### src/pcc_pkg.sv
// Purpose: Constants for the completion packet sender.
// Assumes: Dword is 32 bits; descriptor is three Dwords.
// Notes:   Sideband layout below is a local convention.
`default_nettype none
package pcc_pkg;
    localparam int          PCC_DESC_DW      = 3;
    localparam int          PCC_ERR_EXTRA_DW = 5;
    localparam int          PCC_ERR_TOTAL_DW = 8;
    localparam int          PCC_DW_BITS      = 32;
    localparam int          PCC_MAX_DW       = 1024;
    localparam int          PCC_CNT_W        = 11;
    localparam int          PCC_SB_W         = 33;
    localparam int          PCC_SB_DISC_BIT  = 0;
    localparam int          PCC_SB_ALIGN_LSB = 1;
    localparam int          PCC_SB_ALIGN_W   = 5;
    localparam int          PCC_INFO_FBE_LSB = 0;
    localparam int          PCC_INFO_LBE_LSB = 4;
    localparam int          PCC_INFO_TPH_BIT = 8;
    localparam int          PCC_INFO_TYP_LSB = 9;
    localparam int          PCC_INFO_TAG_LSB = 11;
    localparam logic [1:0]  PCC_KIND_SC      = 2'h0;
    localparam logic [1:0]  PCC_KIND_ERR     = 2'h1;
    localparam logic [1:0]  PCC_KIND_MRD     = 2'h2;
    typedef enum logic [1:0] {
        PCC_IDLE = 2'b00,
        PCC_SEND = 2'b01
    } pcc_state_t;
endpackage : pcc_pkg
`default_nettype wire

### src/pcc_cpl_sender.sv
// Purpose: User-side engine that sends completion packets to the core.
// Assumes: Job fields are stable while job_valid is high; job_kind and job_abort until job_done.
// Notes:   One packet at a time; payload Dwords are pre-padded by caller.
//
// Function
// - One completion per non-posted request received.
// - Good requests complete with successful status.
// - Oversize data split, each with descriptor; not done here, each job is sent as one packet of at most MAX_DW payload Dwords.
// - Dword mode: payload follows descriptor directly.
// - Null bytes pad payload to Dwords.
// - Non-contiguous bytes placed in lanes, gaps null.
// - Valid held high through whole packet.
// - Last asserted only on final beat.
// - Outputs frozen while ready is low.
// - Address mode: payload starts next beat.
// - Memory-read payload on address lane, else zero.
// - Discontinue during payload aborts the completion.
// - Discontinue only with valid, held until ready.
// - Error completions carry eight Dwords total.
// - Fourth Dword holds enables and hint fields.
// - Dwords five to eight copy request descriptor.
// - Error packet beats: four, two, one.
`default_nettype none
module pcc_cpl_sender
    import pcc_pkg::*;
#(
    parameter int DATA_W   = 64,
    parameter int MAX_DW   = 16,
    parameter bit ADDR_ALN = 1'b0
) (
    input  wire logic                    clk_sys,
    input  wire logic                    reset,
    input  wire logic                    job_valid,
    output logic                         job_ready,
    input  wire logic [1:0]              job_kind,
    input  wire logic [95:0]             job_desc,
    input  wire logic [18:0]             job_req_info,
    input  wire logic [127:0]            job_req_desc,
    input  wire logic [PCC_CNT_W-1:0]    job_pay_dw,
    input  wire logic [4:0]              job_addr_lo,
    input  wire logic [MAX_DW*32-1:0]    job_payload,
    input  wire logic                    job_abort,
    output logic                         job_done,
    output logic                         job_aborted,
    output logic [DATA_W-1:0]            cpl_in_data,
    output logic                         cpl_in_valid,
    input  wire logic                    cpl_in_ready,
    output logic                         cpl_in_last,
    output logic [PCC_SB_W-1:0]          cpl_in_sideband
);
    localparam int LANES = DATA_W / PCC_DW_BITS;
    localparam int DEPTH = PCC_ERR_TOTAL_DW + MAX_DW;
    localparam int IDX_W = $clog2(DEPTH + LANES + 1);

    initial begin
        if (!(DATA_W == 64 || DATA_W == 128 || DATA_W == 256)) begin
            $error("Unsupported data path width.");
        end
    end

    pcc_state_t              state_q, state_d;
    logic [DEPTH*32-1:0]     words_q, words_d;
    logic [IDX_W-1:0]        idx_q, idx_d;
    logic [IDX_W-1:0]        end_q, end_d;
    logic [IDX_W-1:0]        split_q, split_d;
    logic [IDX_W-1:0]        off_q, off_d;
    logic                    disc_q, disc_d;
    logic                    aborted_q, aborted_d;
    logic                    done_q, done_d;
    logic [DATA_W-1:0]       data_q, data_d;
    logic                    last_q, last_d;
    logic [IDX_W-1:0]        adv_q, adv_d;
    logic [DATA_W-1:0]       pk_data;
    logic [IDX_W-1:0]        pk_used;
    logic [IDX_W-1:0]        pk_first;
    logic [IDX_W-1:0]        pk_off;
    logic [IDX_W-1:0]        pk_end;
    logic                    beat_go;
    logic                    err_kind;

    assign beat_go  = cpl_in_valid && cpl_in_ready;
    assign err_kind = (job_kind == PCC_KIND_ERR);

    pcc_beat_pack #(
        .LANES (LANES),
        .DEPTH (DEPTH),
        .IDX_W (IDX_W)
    ) u_pack (
        .pkt_words (words_d),
        .first_idx (pk_first),
        .lane_off  (pk_off),
        .end_idx   (pk_end),
        .beat_data (pk_data),
        .used_dw   (pk_used)
    );

    // Packet image: descriptor, then either error words or payload.
    function automatic logic [DEPTH*32-1:0] build_words();
        logic [DEPTH*32-1:0] w;
        logic [31:0]         info;
        w = '0;
        w[95:0] = job_desc;
        if (err_kind) begin
            info = 32'h0000_0000;
            info[18:0] = job_req_info;
            w[127:96]  = info;
            w[255:128] = job_req_desc;
        end else begin
            w[96 +: MAX_DW*32] = job_payload;
        end
        return w;
    endfunction

    always_comb begin
        state_d   = state_q;
        words_d   = words_q;
        idx_d     = idx_q;
        end_d     = end_q;
        split_d   = split_q;
        off_d     = off_q;
        disc_d    = disc_q;
        aborted_d = aborted_q;
        data_d    = data_q;
        last_d    = last_q;
        adv_d     = adv_q;
        done_d    = 1'b0;
        job_ready = 1'b0;
        pk_first  = idx_q;
        pk_off    = '0;
        pk_end    = end_q;
        case (state_q)
            PCC_IDLE: begin
                job_ready = 1'b1;
                if (job_valid) begin
                    words_d   = build_words();
                    aborted_d = 1'b0;
                    disc_d    = 1'b0;
                    if (err_kind) begin
                        end_d   = IDX_W'(PCC_ERR_TOTAL_DW);
                        split_d = IDX_W'(PCC_ERR_TOTAL_DW);
                    end else begin
                        end_d   = IDX_W'(PCC_DESC_DW) +
                                  IDX_W'(job_pay_dw);
                        split_d = (ADDR_ALN && job_pay_dw != '0) ?
                                  IDX_W'(PCC_DESC_DW) : end_d;
                    end
                    off_d    = (ADDR_ALN && job_kind == PCC_KIND_MRD) ?
                               IDX_W'(job_addr_lo[1:0] & 2'(LANES - 1)) :
                               '0;
                    if (LANES == 8) begin
                        off_d = (ADDR_ALN && job_kind == PCC_KIND_MRD) ?
                                IDX_W'(job_addr_lo[2:0]) : '0;
                    end
                    pk_first = '0;
                    pk_off   = '0;
                    pk_end   = split_d;
                    data_d   = pk_data;
                    adv_d    = pk_used;
                    last_d   = (pk_used >= end_d);
                    idx_d    = '0;
                    state_d  = PCC_SEND;
                end
            end
            PCC_SEND: begin
                if (beat_go) begin
                    if (cpl_in_sideband[PCC_SB_DISC_BIT]) begin
                        aborted_d = 1'b1;
                    end
                    disc_d = 1'b0;
                    if (cpl_in_last) begin
                        done_d  = 1'b1;
                        state_d = PCC_IDLE;
                    end else begin
                        idx_d = idx_q + adv_q;
                        if (idx_q + adv_q >= split_q) begin
                            pk_off  = off_q;
                            pk_end  = end_q;
                            split_d = end_q;
                        end else begin
                            pk_off = '0;
                            pk_end = split_q;
                        end
                        pk_first = idx_q + adv_q;
                        data_d   = pk_data;
                        adv_d    = pk_used;
                        // Abort lands on the first beat after the opening beat that carries payload.
                        disc_d   = job_abort && !err_kind &&
                                   (pk_first + pk_used >
                                    IDX_W'(PCC_DESC_DW));
                        last_d   = (pk_first + pk_used >= end_q) ||
                                   disc_d;
                    end
                end
            end
            default: begin
                state_d = PCC_IDLE;
            end
        endcase
    end

    always_ff @(posedge clk_sys or posedge reset) begin
        if (reset) begin
            state_q   <= PCC_IDLE;
            words_q   <= '0;
            idx_q     <= '0;
            end_q     <= '0;
            split_q   <= '0;
            off_q     <= '0;
            disc_q    <= 1'b0;
            aborted_q <= 1'b0;
            done_q    <= 1'b0;
            data_q    <= '0;
            last_q    <= 1'b0;
            adv_q     <= '0;
        end else begin
            state_q   <= state_d;
            words_q   <= words_d;
            idx_q     <= idx_d;
            end_q     <= end_d;
            split_q   <= split_d;
            off_q     <= off_d;
            disc_q    <= disc_d;
            aborted_q <= aborted_d;
            done_q    <= done_d;
            data_q    <= data_d;
            last_q    <= last_d;
            adv_q     <= adv_d;
        end
    end

    // Valid stays high across the packet so the core never nullifies it for a gap in valid.
    assign cpl_in_valid = (state_q == PCC_SEND);
    assign cpl_in_data  = data_q;
    assign cpl_in_last  = last_q;
    always_comb begin
        cpl_in_sideband = '0;
        cpl_in_sideband[PCC_SB_DISC_BIT] = disc_q;
        cpl_in_sideband[PCC_SB_ALIGN_LSB +: PCC_SB_ALIGN_W] =
            ADDR_ALN ? 5'(off_q) : 5'h00;
    end
    assign job_done    = done_q;
    assign job_aborted = aborted_q;

    AST_HOLD_STALL: assert property (@(posedge clk_sys) disable iff (reset)
        cpl_in_valid && !cpl_in_ready |=> cpl_in_valid &&
        $stable(cpl_in_data) && $stable(cpl_in_last) &&
        $stable(cpl_in_sideband))
        else $error("Port changed while ready was low.");
    AST_VALID_GAP: assert property (@(posedge clk_sys) disable iff (reset)
        cpl_in_valid && !(cpl_in_ready && cpl_in_last) |=> cpl_in_valid)
        else $error("Valid dropped inside a packet.");
    AST_DISC_VALID: assert property (@(posedge clk_sys) disable iff (reset)
        cpl_in_sideband[PCC_SB_DISC_BIT] |-> cpl_in_valid)
        else $error("Discontinue without valid.");
    AST_DONE: assert property (@(posedge clk_sys) disable iff (reset)
        beat_go && cpl_in_last |=> job_done && !cpl_in_valid)
        else $error("Packet end not reported.");
    AST_STICKY: assert property (@(posedge clk_sys) disable iff (reset)
        beat_go && cpl_in_sideband[PCC_SB_DISC_BIT] |=>
        job_aborted)
        else $error("Abort not recorded.");
    AST_ERR_BEATS: assert property (@(posedge clk_sys) disable iff (reset)
        $rose(cpl_in_valid) && err_kind && cpl_in_ready &&
        DATA_W == 256 |-> cpl_in_last)
        else $error("Error packet not one beat on wide port.");
    AST_LAST_END: assert property (@(posedge clk_sys) disable iff (reset)
        cpl_in_valid && cpl_in_last && !aborted_q &&
        !cpl_in_sideband[PCC_SB_DISC_BIT] |-> idx_q + adv_q >= end_q)
        else $error("Last raised before packet end.");
    AST_DESC_FIRST: assert property (@(posedge clk_sys) disable iff (reset)
        $rose(cpl_in_valid) |-> cpl_in_data[31:0] == words_q[31:0])
        else $error("First beat does not start with descriptor.");
    AST_FIRST_IDX: assert property (@(posedge clk_sys) disable iff (reset)
        $rose(cpl_in_valid) |-> idx_q == '0)
        else $error("Packet does not start at Dword zero.");
    AST_DISC_PAY: assert property (@(posedge clk_sys) disable iff (reset)
        cpl_in_sideband[PCC_SB_DISC_BIT] |->
        !err_kind && (idx_q + adv_q > IDX_W'(PCC_DESC_DW)))
        else $error("Discontinue outside a payload beat.");
    AST_ABORT_END: assert property (@(posedge clk_sys) disable iff (reset)
        beat_go && cpl_in_sideband[PCC_SB_DISC_BIT] |-> cpl_in_last)
        else $error("Aborted packet not ended on its discontinue beat.");
    AST_ERR_LEN: assert property (@(posedge clk_sys) disable iff (reset)
        beat_go && cpl_in_last && err_kind |->
        idx_q + adv_q == IDX_W'(PCC_ERR_TOTAL_DW))
        else $error("Error packet length is not eight Dwords.");
    AST_DONE_ONE: assert property (@(posedge clk_sys) disable iff (reset)
        job_done |=> !job_done)
        else $error("Done pulse longer than one cycle.");
    AST_READY_IDLE: assert property (@(posedge clk_sys) disable iff (reset)
        job_ready |-> !cpl_in_valid)
        else $error("New job offered while a packet is in flight.");
    AST_ABORT_CLR: assert property (@(posedge clk_sys) disable iff (reset)
        $rose(cpl_in_valid) |-> !job_aborted)
        else $error("Abort flag carried into a new packet.");
endmodule : pcc_cpl_sender
`default_nettype wire

### src/pcc_beat_pack.sv
// Purpose: Packs one beat of Dwords from a flat Dword array.
// Assumes: Index and lane offset are in range of the packet array.
// Notes:   Lanes below the offset or past the end are null bytes.
`default_nettype none
module pcc_beat_pack
    import pcc_pkg::*;
#(
    parameter int LANES  = 2,
    parameter int DEPTH  = 16,
    parameter int IDX_W  = 5
) (
    input  wire logic [DEPTH*32-1:0] pkt_words,
    input  wire logic [IDX_W-1:0]    first_idx,
    input  wire logic [IDX_W-1:0]    lane_off,
    input  wire logic [IDX_W-1:0]    end_idx,
    output logic      [LANES*32-1:0] beat_data,
    output logic      [IDX_W-1:0]    used_dw
);
    logic [LANES-1:0] lane_used;
    genvar g;
    generate
        for (g = 0; g < LANES; g++) begin : g_lane
            logic [IDX_W-1:0] src;
            logic             live;
            assign live = (IDX_W'(g) >= lane_off) &&
                          ((first_idx + IDX_W'(g) - lane_off) < end_idx);
            assign src  = first_idx + IDX_W'(g) - lane_off;
            assign lane_used[g] = live;
            assign beat_data[g*32 +: 32] =
                live ? pkt_words[src*32 +: 32] : 32'h0000_0000;
        end
    endgenerate
    always_comb begin
        used_dw = '0;
        for (int i = 0; i < LANES; i++) begin
            used_dw = used_dw + IDX_W'(lane_used[i]);
        end
    end
endmodule : pcc_beat_pack
`default_nettype wire

### config.mk
export PLATFORM = sky130hd
export DESIGN_NAME = pcc_cpl_sender
export DESIGN_NICKNAME = d
export VERILOG_FILES = /design/src/pcc_pkg.sv /design/src/pcc_cpl_sender.sv /design/src/pcc_beat_pack.sv
export SDC_FILE = /design/constraint.sdc
export NUM_CORES = 2
export LEC_CHECK = 0
export BUFFER_PORTS_ARGS = -buffer_cell sky130_fd_sc_hd__buf_2
export CAP_MARGIN = 20
export CORE_AREA = 2 2 346 348
export DETAILED_ROUTE_END_ITERATION = 7
export DIE_AREA = 0 0 348 350
export GPL_ROUTABILITY_DRIVEN = 0
export HOLD_SLACK_MARGIN = 0.12
export SYNTH_ARGS = -nofsm -noshare
export SYNTH_HDL_FRONTEND = slang
export SYNTH_SLANG_ARGS = --single-unit
### constraint.sdc
create_clock -name clk_sys -period 26.9 [get_ports clk_sys]
set_input_delay 2.69 -clock clk_sys [delete_from_list [all_inputs] [get_ports clk_sys]]
set_output_delay 2.69 -clock clk_sys [all_outputs]
set_load 0.05 [all_outputs]
==> flow_metrics.env <==
export IMPL_status="complete, no violations"
export IMPL_max_freq_mhz=113
export IMPL_n_fill_cell=11300
export IMPL_routed_wl_mm=218
export IMPL_syn_inst=4841
export IMPL_die_area_mm2=0.122
export IMPL_gr_total_overflow=0
export IMPL_async_flop_share_pct=100
export IMPL_port_buffers=836
export IMPL_tns_ns=0
export IMPL_rsz0062_at_grt="false"
export IMPL_pwr_share_comb_pct=56.4
export IMPL_dieHeight_um=350
export IMPL_grt_max_degree=166
export IMPL_wl_met3_mm=21.4
export IMPL_cts_sinks=854
export IMPL_cts_resized=0
export IMPL_pre_cts_slack_ns=17.49
export IMPL_switching_share_pct=47.7
export IMPL_top_layer_used="met5"
export IMPL_r2r_start="idx_q[0]$_DFF_PP0_"
export IMPL_worst_path_largest_cell_delay_ns=0.64
export IMPL_nNetsFinal=6236
export IMPL_syn2layout_area_growth_pct=17.9
export IMPL_cp_start_kind="input pin"
export IMPL_synth_seq_area_share_pct=45.2
export IMPL_p_clk_share_pct=18.6
export IMPL_setup_slack_ns=18.02
export IMPL_grt_pass1_wl_mm=305
export IMPL_synth_area_leaders="dfrtp_1 45%, mux4_2 7.6%, nand2_1 7.3%"
export IMPL_yosysUniqueCellTypes=93
export IMPL_synth_largest_area_cell="dfrtp_1"
export IMPL_slew_headroom_pct=14.9
export IMPL_core_area_mm2=0.118
export IMPL_cts_root_buffer="clkbuf_16"
export IMPL_cts_tree="done"
export IMPL_crit_fanout=81
export IMPL_drt_iter0_drc=5046
export IMPL_ctsLongestPathBuffers=3
export IMPL_min_from="words_q[648]$_DFF_PP0_"
export IMPL_syn_cell_area_mm2=0.0473
export IMPL_powerDensity_mw_per_mm2=141
export IMPL_fin_crit_sh_pct=33.0
export IMPL_finalHoldViolations=0
export IMPL_drtAntennaViolNets=0
export IMPL_routed_via_density=6.11
export IMPL_die_w_um=348
export IMPL_start_util_pct=40.1
export IMPL_wl_met2_mm=97.5
export IMPL_drcViolationCount=0
export IMPL_crit_slowest_cell="o211a_4"
export IMPL_period_minus_slack_ns=8.88
export IMPL_clk_latency_ns=0.70
export IMPL_grt_pass1_vias=41000
export IMPL_drtPass1Iterations=6
export IMPL_crit_start="cpl_in_ready"
export IMPL_finalPower_mw=7.86
export IMPL_worstMarginPinSlew_ns=1.27
export IMPL_antenna_found_initial=94
export IMPL_postCtsSetupBuffers=0
export IMPL_drive_gt1_share_pct=24.6
export IMPL_post_drt_wl_per_cell_um=30.6
export IMPL_wl_met1_mm=86.2
export IMPL_ys_seq_elements=854
export IMPL_synth_main_ff_cell="dfrtp_1"
export IMPL_cp_end_kind="register"
export IMPL_crit_required_ns=27.45
export IMPL_numCtsBuffers=101
export IMPL_layout_commonest_cell="nand2_1"
export IMPL_io_pins=880
export IMPL_seq_area_mm2=0.0214
export IMPL_hold_buffers=0
export IMPL_htreeDepth=3
export IMPL_ys_warn_count=0
export IMPL_avgSynthCellArea_um2=9.76
export IMPL_crit_chain="buf_2 > and2b_1 > o211a_4 > inv_8 > ha_4 > o21a_1 > o21ai_1 > nand2_4 > a221oi_1 > o22a_1 > clkinv_1 > ha_1 > ha_1 > inv_1 > fa_1 > nor2_1 > o21ai_0 > xnor2_1 > o311ai_0 > nand4_1 > a21oi_1 > a21oi_1"
export IMPL_arrival_ns=9.43
export IMPL_hold_class="reg -> reg"
export IMPL_grt_usage_pct=34.8
export IMPL_p_sw_mw=3.75
export IMPL_dp_hpwl_mm=156
export IMPL_via_count=43500
export IMPL_synth_top_area_share_pct=45.2
export IMPL_leakagePower_nw=26.6
export IMPL_setup_viol=0
export IMPL_synth_edf_count=0
export IMPL_multiInputGateArea_mm2=0.0228
export IMPL_internal_power_mw=4.11
export IMPL_fin_skew_ns=0.0235
export IMPL_final_cell_mix="914 x nand2_1, 854 x dfrtp_1, 836 x buf_2, 275 x nor2_1, 246 x inv_1"
export IMPL_pwr_share_seq_pct=25.0
export IMPL_core_rowCount=126
export IMPL_ir_drop_mv=0.0910
export IMPL_slew_viol_final=0
export IMPL_path_clk_slew_ns=0.06
export IMPL_critical_path_class="in -> reg"
export IMPL_maxCapViolations=0
layout make-up:
type,instances,area share [%]
Sequential cell,854,38.4
Tap cell,1536,3.45
Clock buffer,151,5.49
Timing Repair Buffer,934,9.04
Multi-Input combinational cell,3285,40.8
Inverter,256,1.79
Antenna cell,63,0.283
Clock inverter,33,0.761
routing by layer:
metal | GRT usage [%] | vias up
li1 | - | 18800
met5 | 0 | -
met2 | 52.8 | 2241
met3 | 9.10 | 406
met1 | 45.3 | 22000
met4 | 19.5 | 44
metrics by stage:
step | hold WS [ns] | area (µm²) | std cells | utilization, %
after floorplan | 0.440 | 47400 | 4872 | -
after global placement | 0.453 | 52000 | 6863 | 44.2
after detailed placement | 0.456 | 52000 | 6863 | 44.2
after CTS | 0.470 | 55500 | 7047 | 47.2
after global routing | 0.485 | 55700 | 7088 | 47.3
final | 0.473 | 55700 | 7112 | 47.3
cell usage after synthesis, types with 18 or more instances:
cell and number:
mux2i_1 164, buf_2 238, clkbuf_1 111, and2_1 147
a211oi_1 65, a22o_1 242, o211ai_1 138, nand2_1 915
mux2_2 21, o21ai_0 118, a22oi_1 174, o221ai_1 19
mux4_2 160, and3_1 18, nand3_1 94, buf_1 44
a311oi_1 44, inv_1 248, nand2b_1 23, a221oi_1 40
a21oi_1 121, buf_4 73, a31oi_1 170, a221o_1 24
dfrtp_1 854, ha_1 24, nor2_1 280
sequential cells by signal, indices dropped and copies added, names as in the netlist:
signal	flops
adv_q	2
cpl_in_last	1
cpl_in_data	64
job_aborted	1
split_q	5
end_q	5
disc_q	1
idx_q	5
words_q	768
state_q	1
job_done	1
power groups by stage:
stage | logic, mW | registers [mW] | clock network, mW
after CTS | 4.36 | 1.95 | 1.48
final | 4.44 | 1.96 | 1.46
after detailed placement | 4.33 | 1.97 | 0
after global routing | 4.66 | 2.00 | 1.53
after global placement | 4.30 | 1.96 | 0
after floorplan | 2.62 | 2.11 | 0
worst max-delay path, delay by kind of cell:
kind	cells	cell delay, ns
buffers and inverters	4	1.01
xor gates and xnor gates	1	0.17
and+or+nand+nor	4	1.12
adders and majority gates	4	1.30
AOI/OAI and AO/OA	9	3.03
final timing paths:
check                           slack (ns)                       to  cells past startpoint
worst max-delay path                 18.02  cpl_in_last$_DFFE_PP0P_                     22
worst min-delay path                  0.47   words_q[648]$_DFF_PP0_                      2
worst max register to register       19.48  cpl_in_last$_DFFE_PP0P_                     23
worst min register to register        0.47   words_q[648]$_DFF_PP0_                      2
max in group asynchronous            21.19   words_q[310]$_DFF_PP0_                      6
min in group asynchronous             2.08   words_q[172]$_DFF_PP0_                      2
kinds of logic after synthesis:
family          Yosys count  share of synthesized area, %
other cells               1                       0.00793
simple gates           1531                          13.8
flops                   854                          45.2
mux                     345                          11.6
buf+inv                 733                          7.21
xor+xnor                  9                         0.183
fa+ha+maj                26                         0.720
compound gates         1342                          21.3
Note: power is estimated with default switching activity, not from simulation.
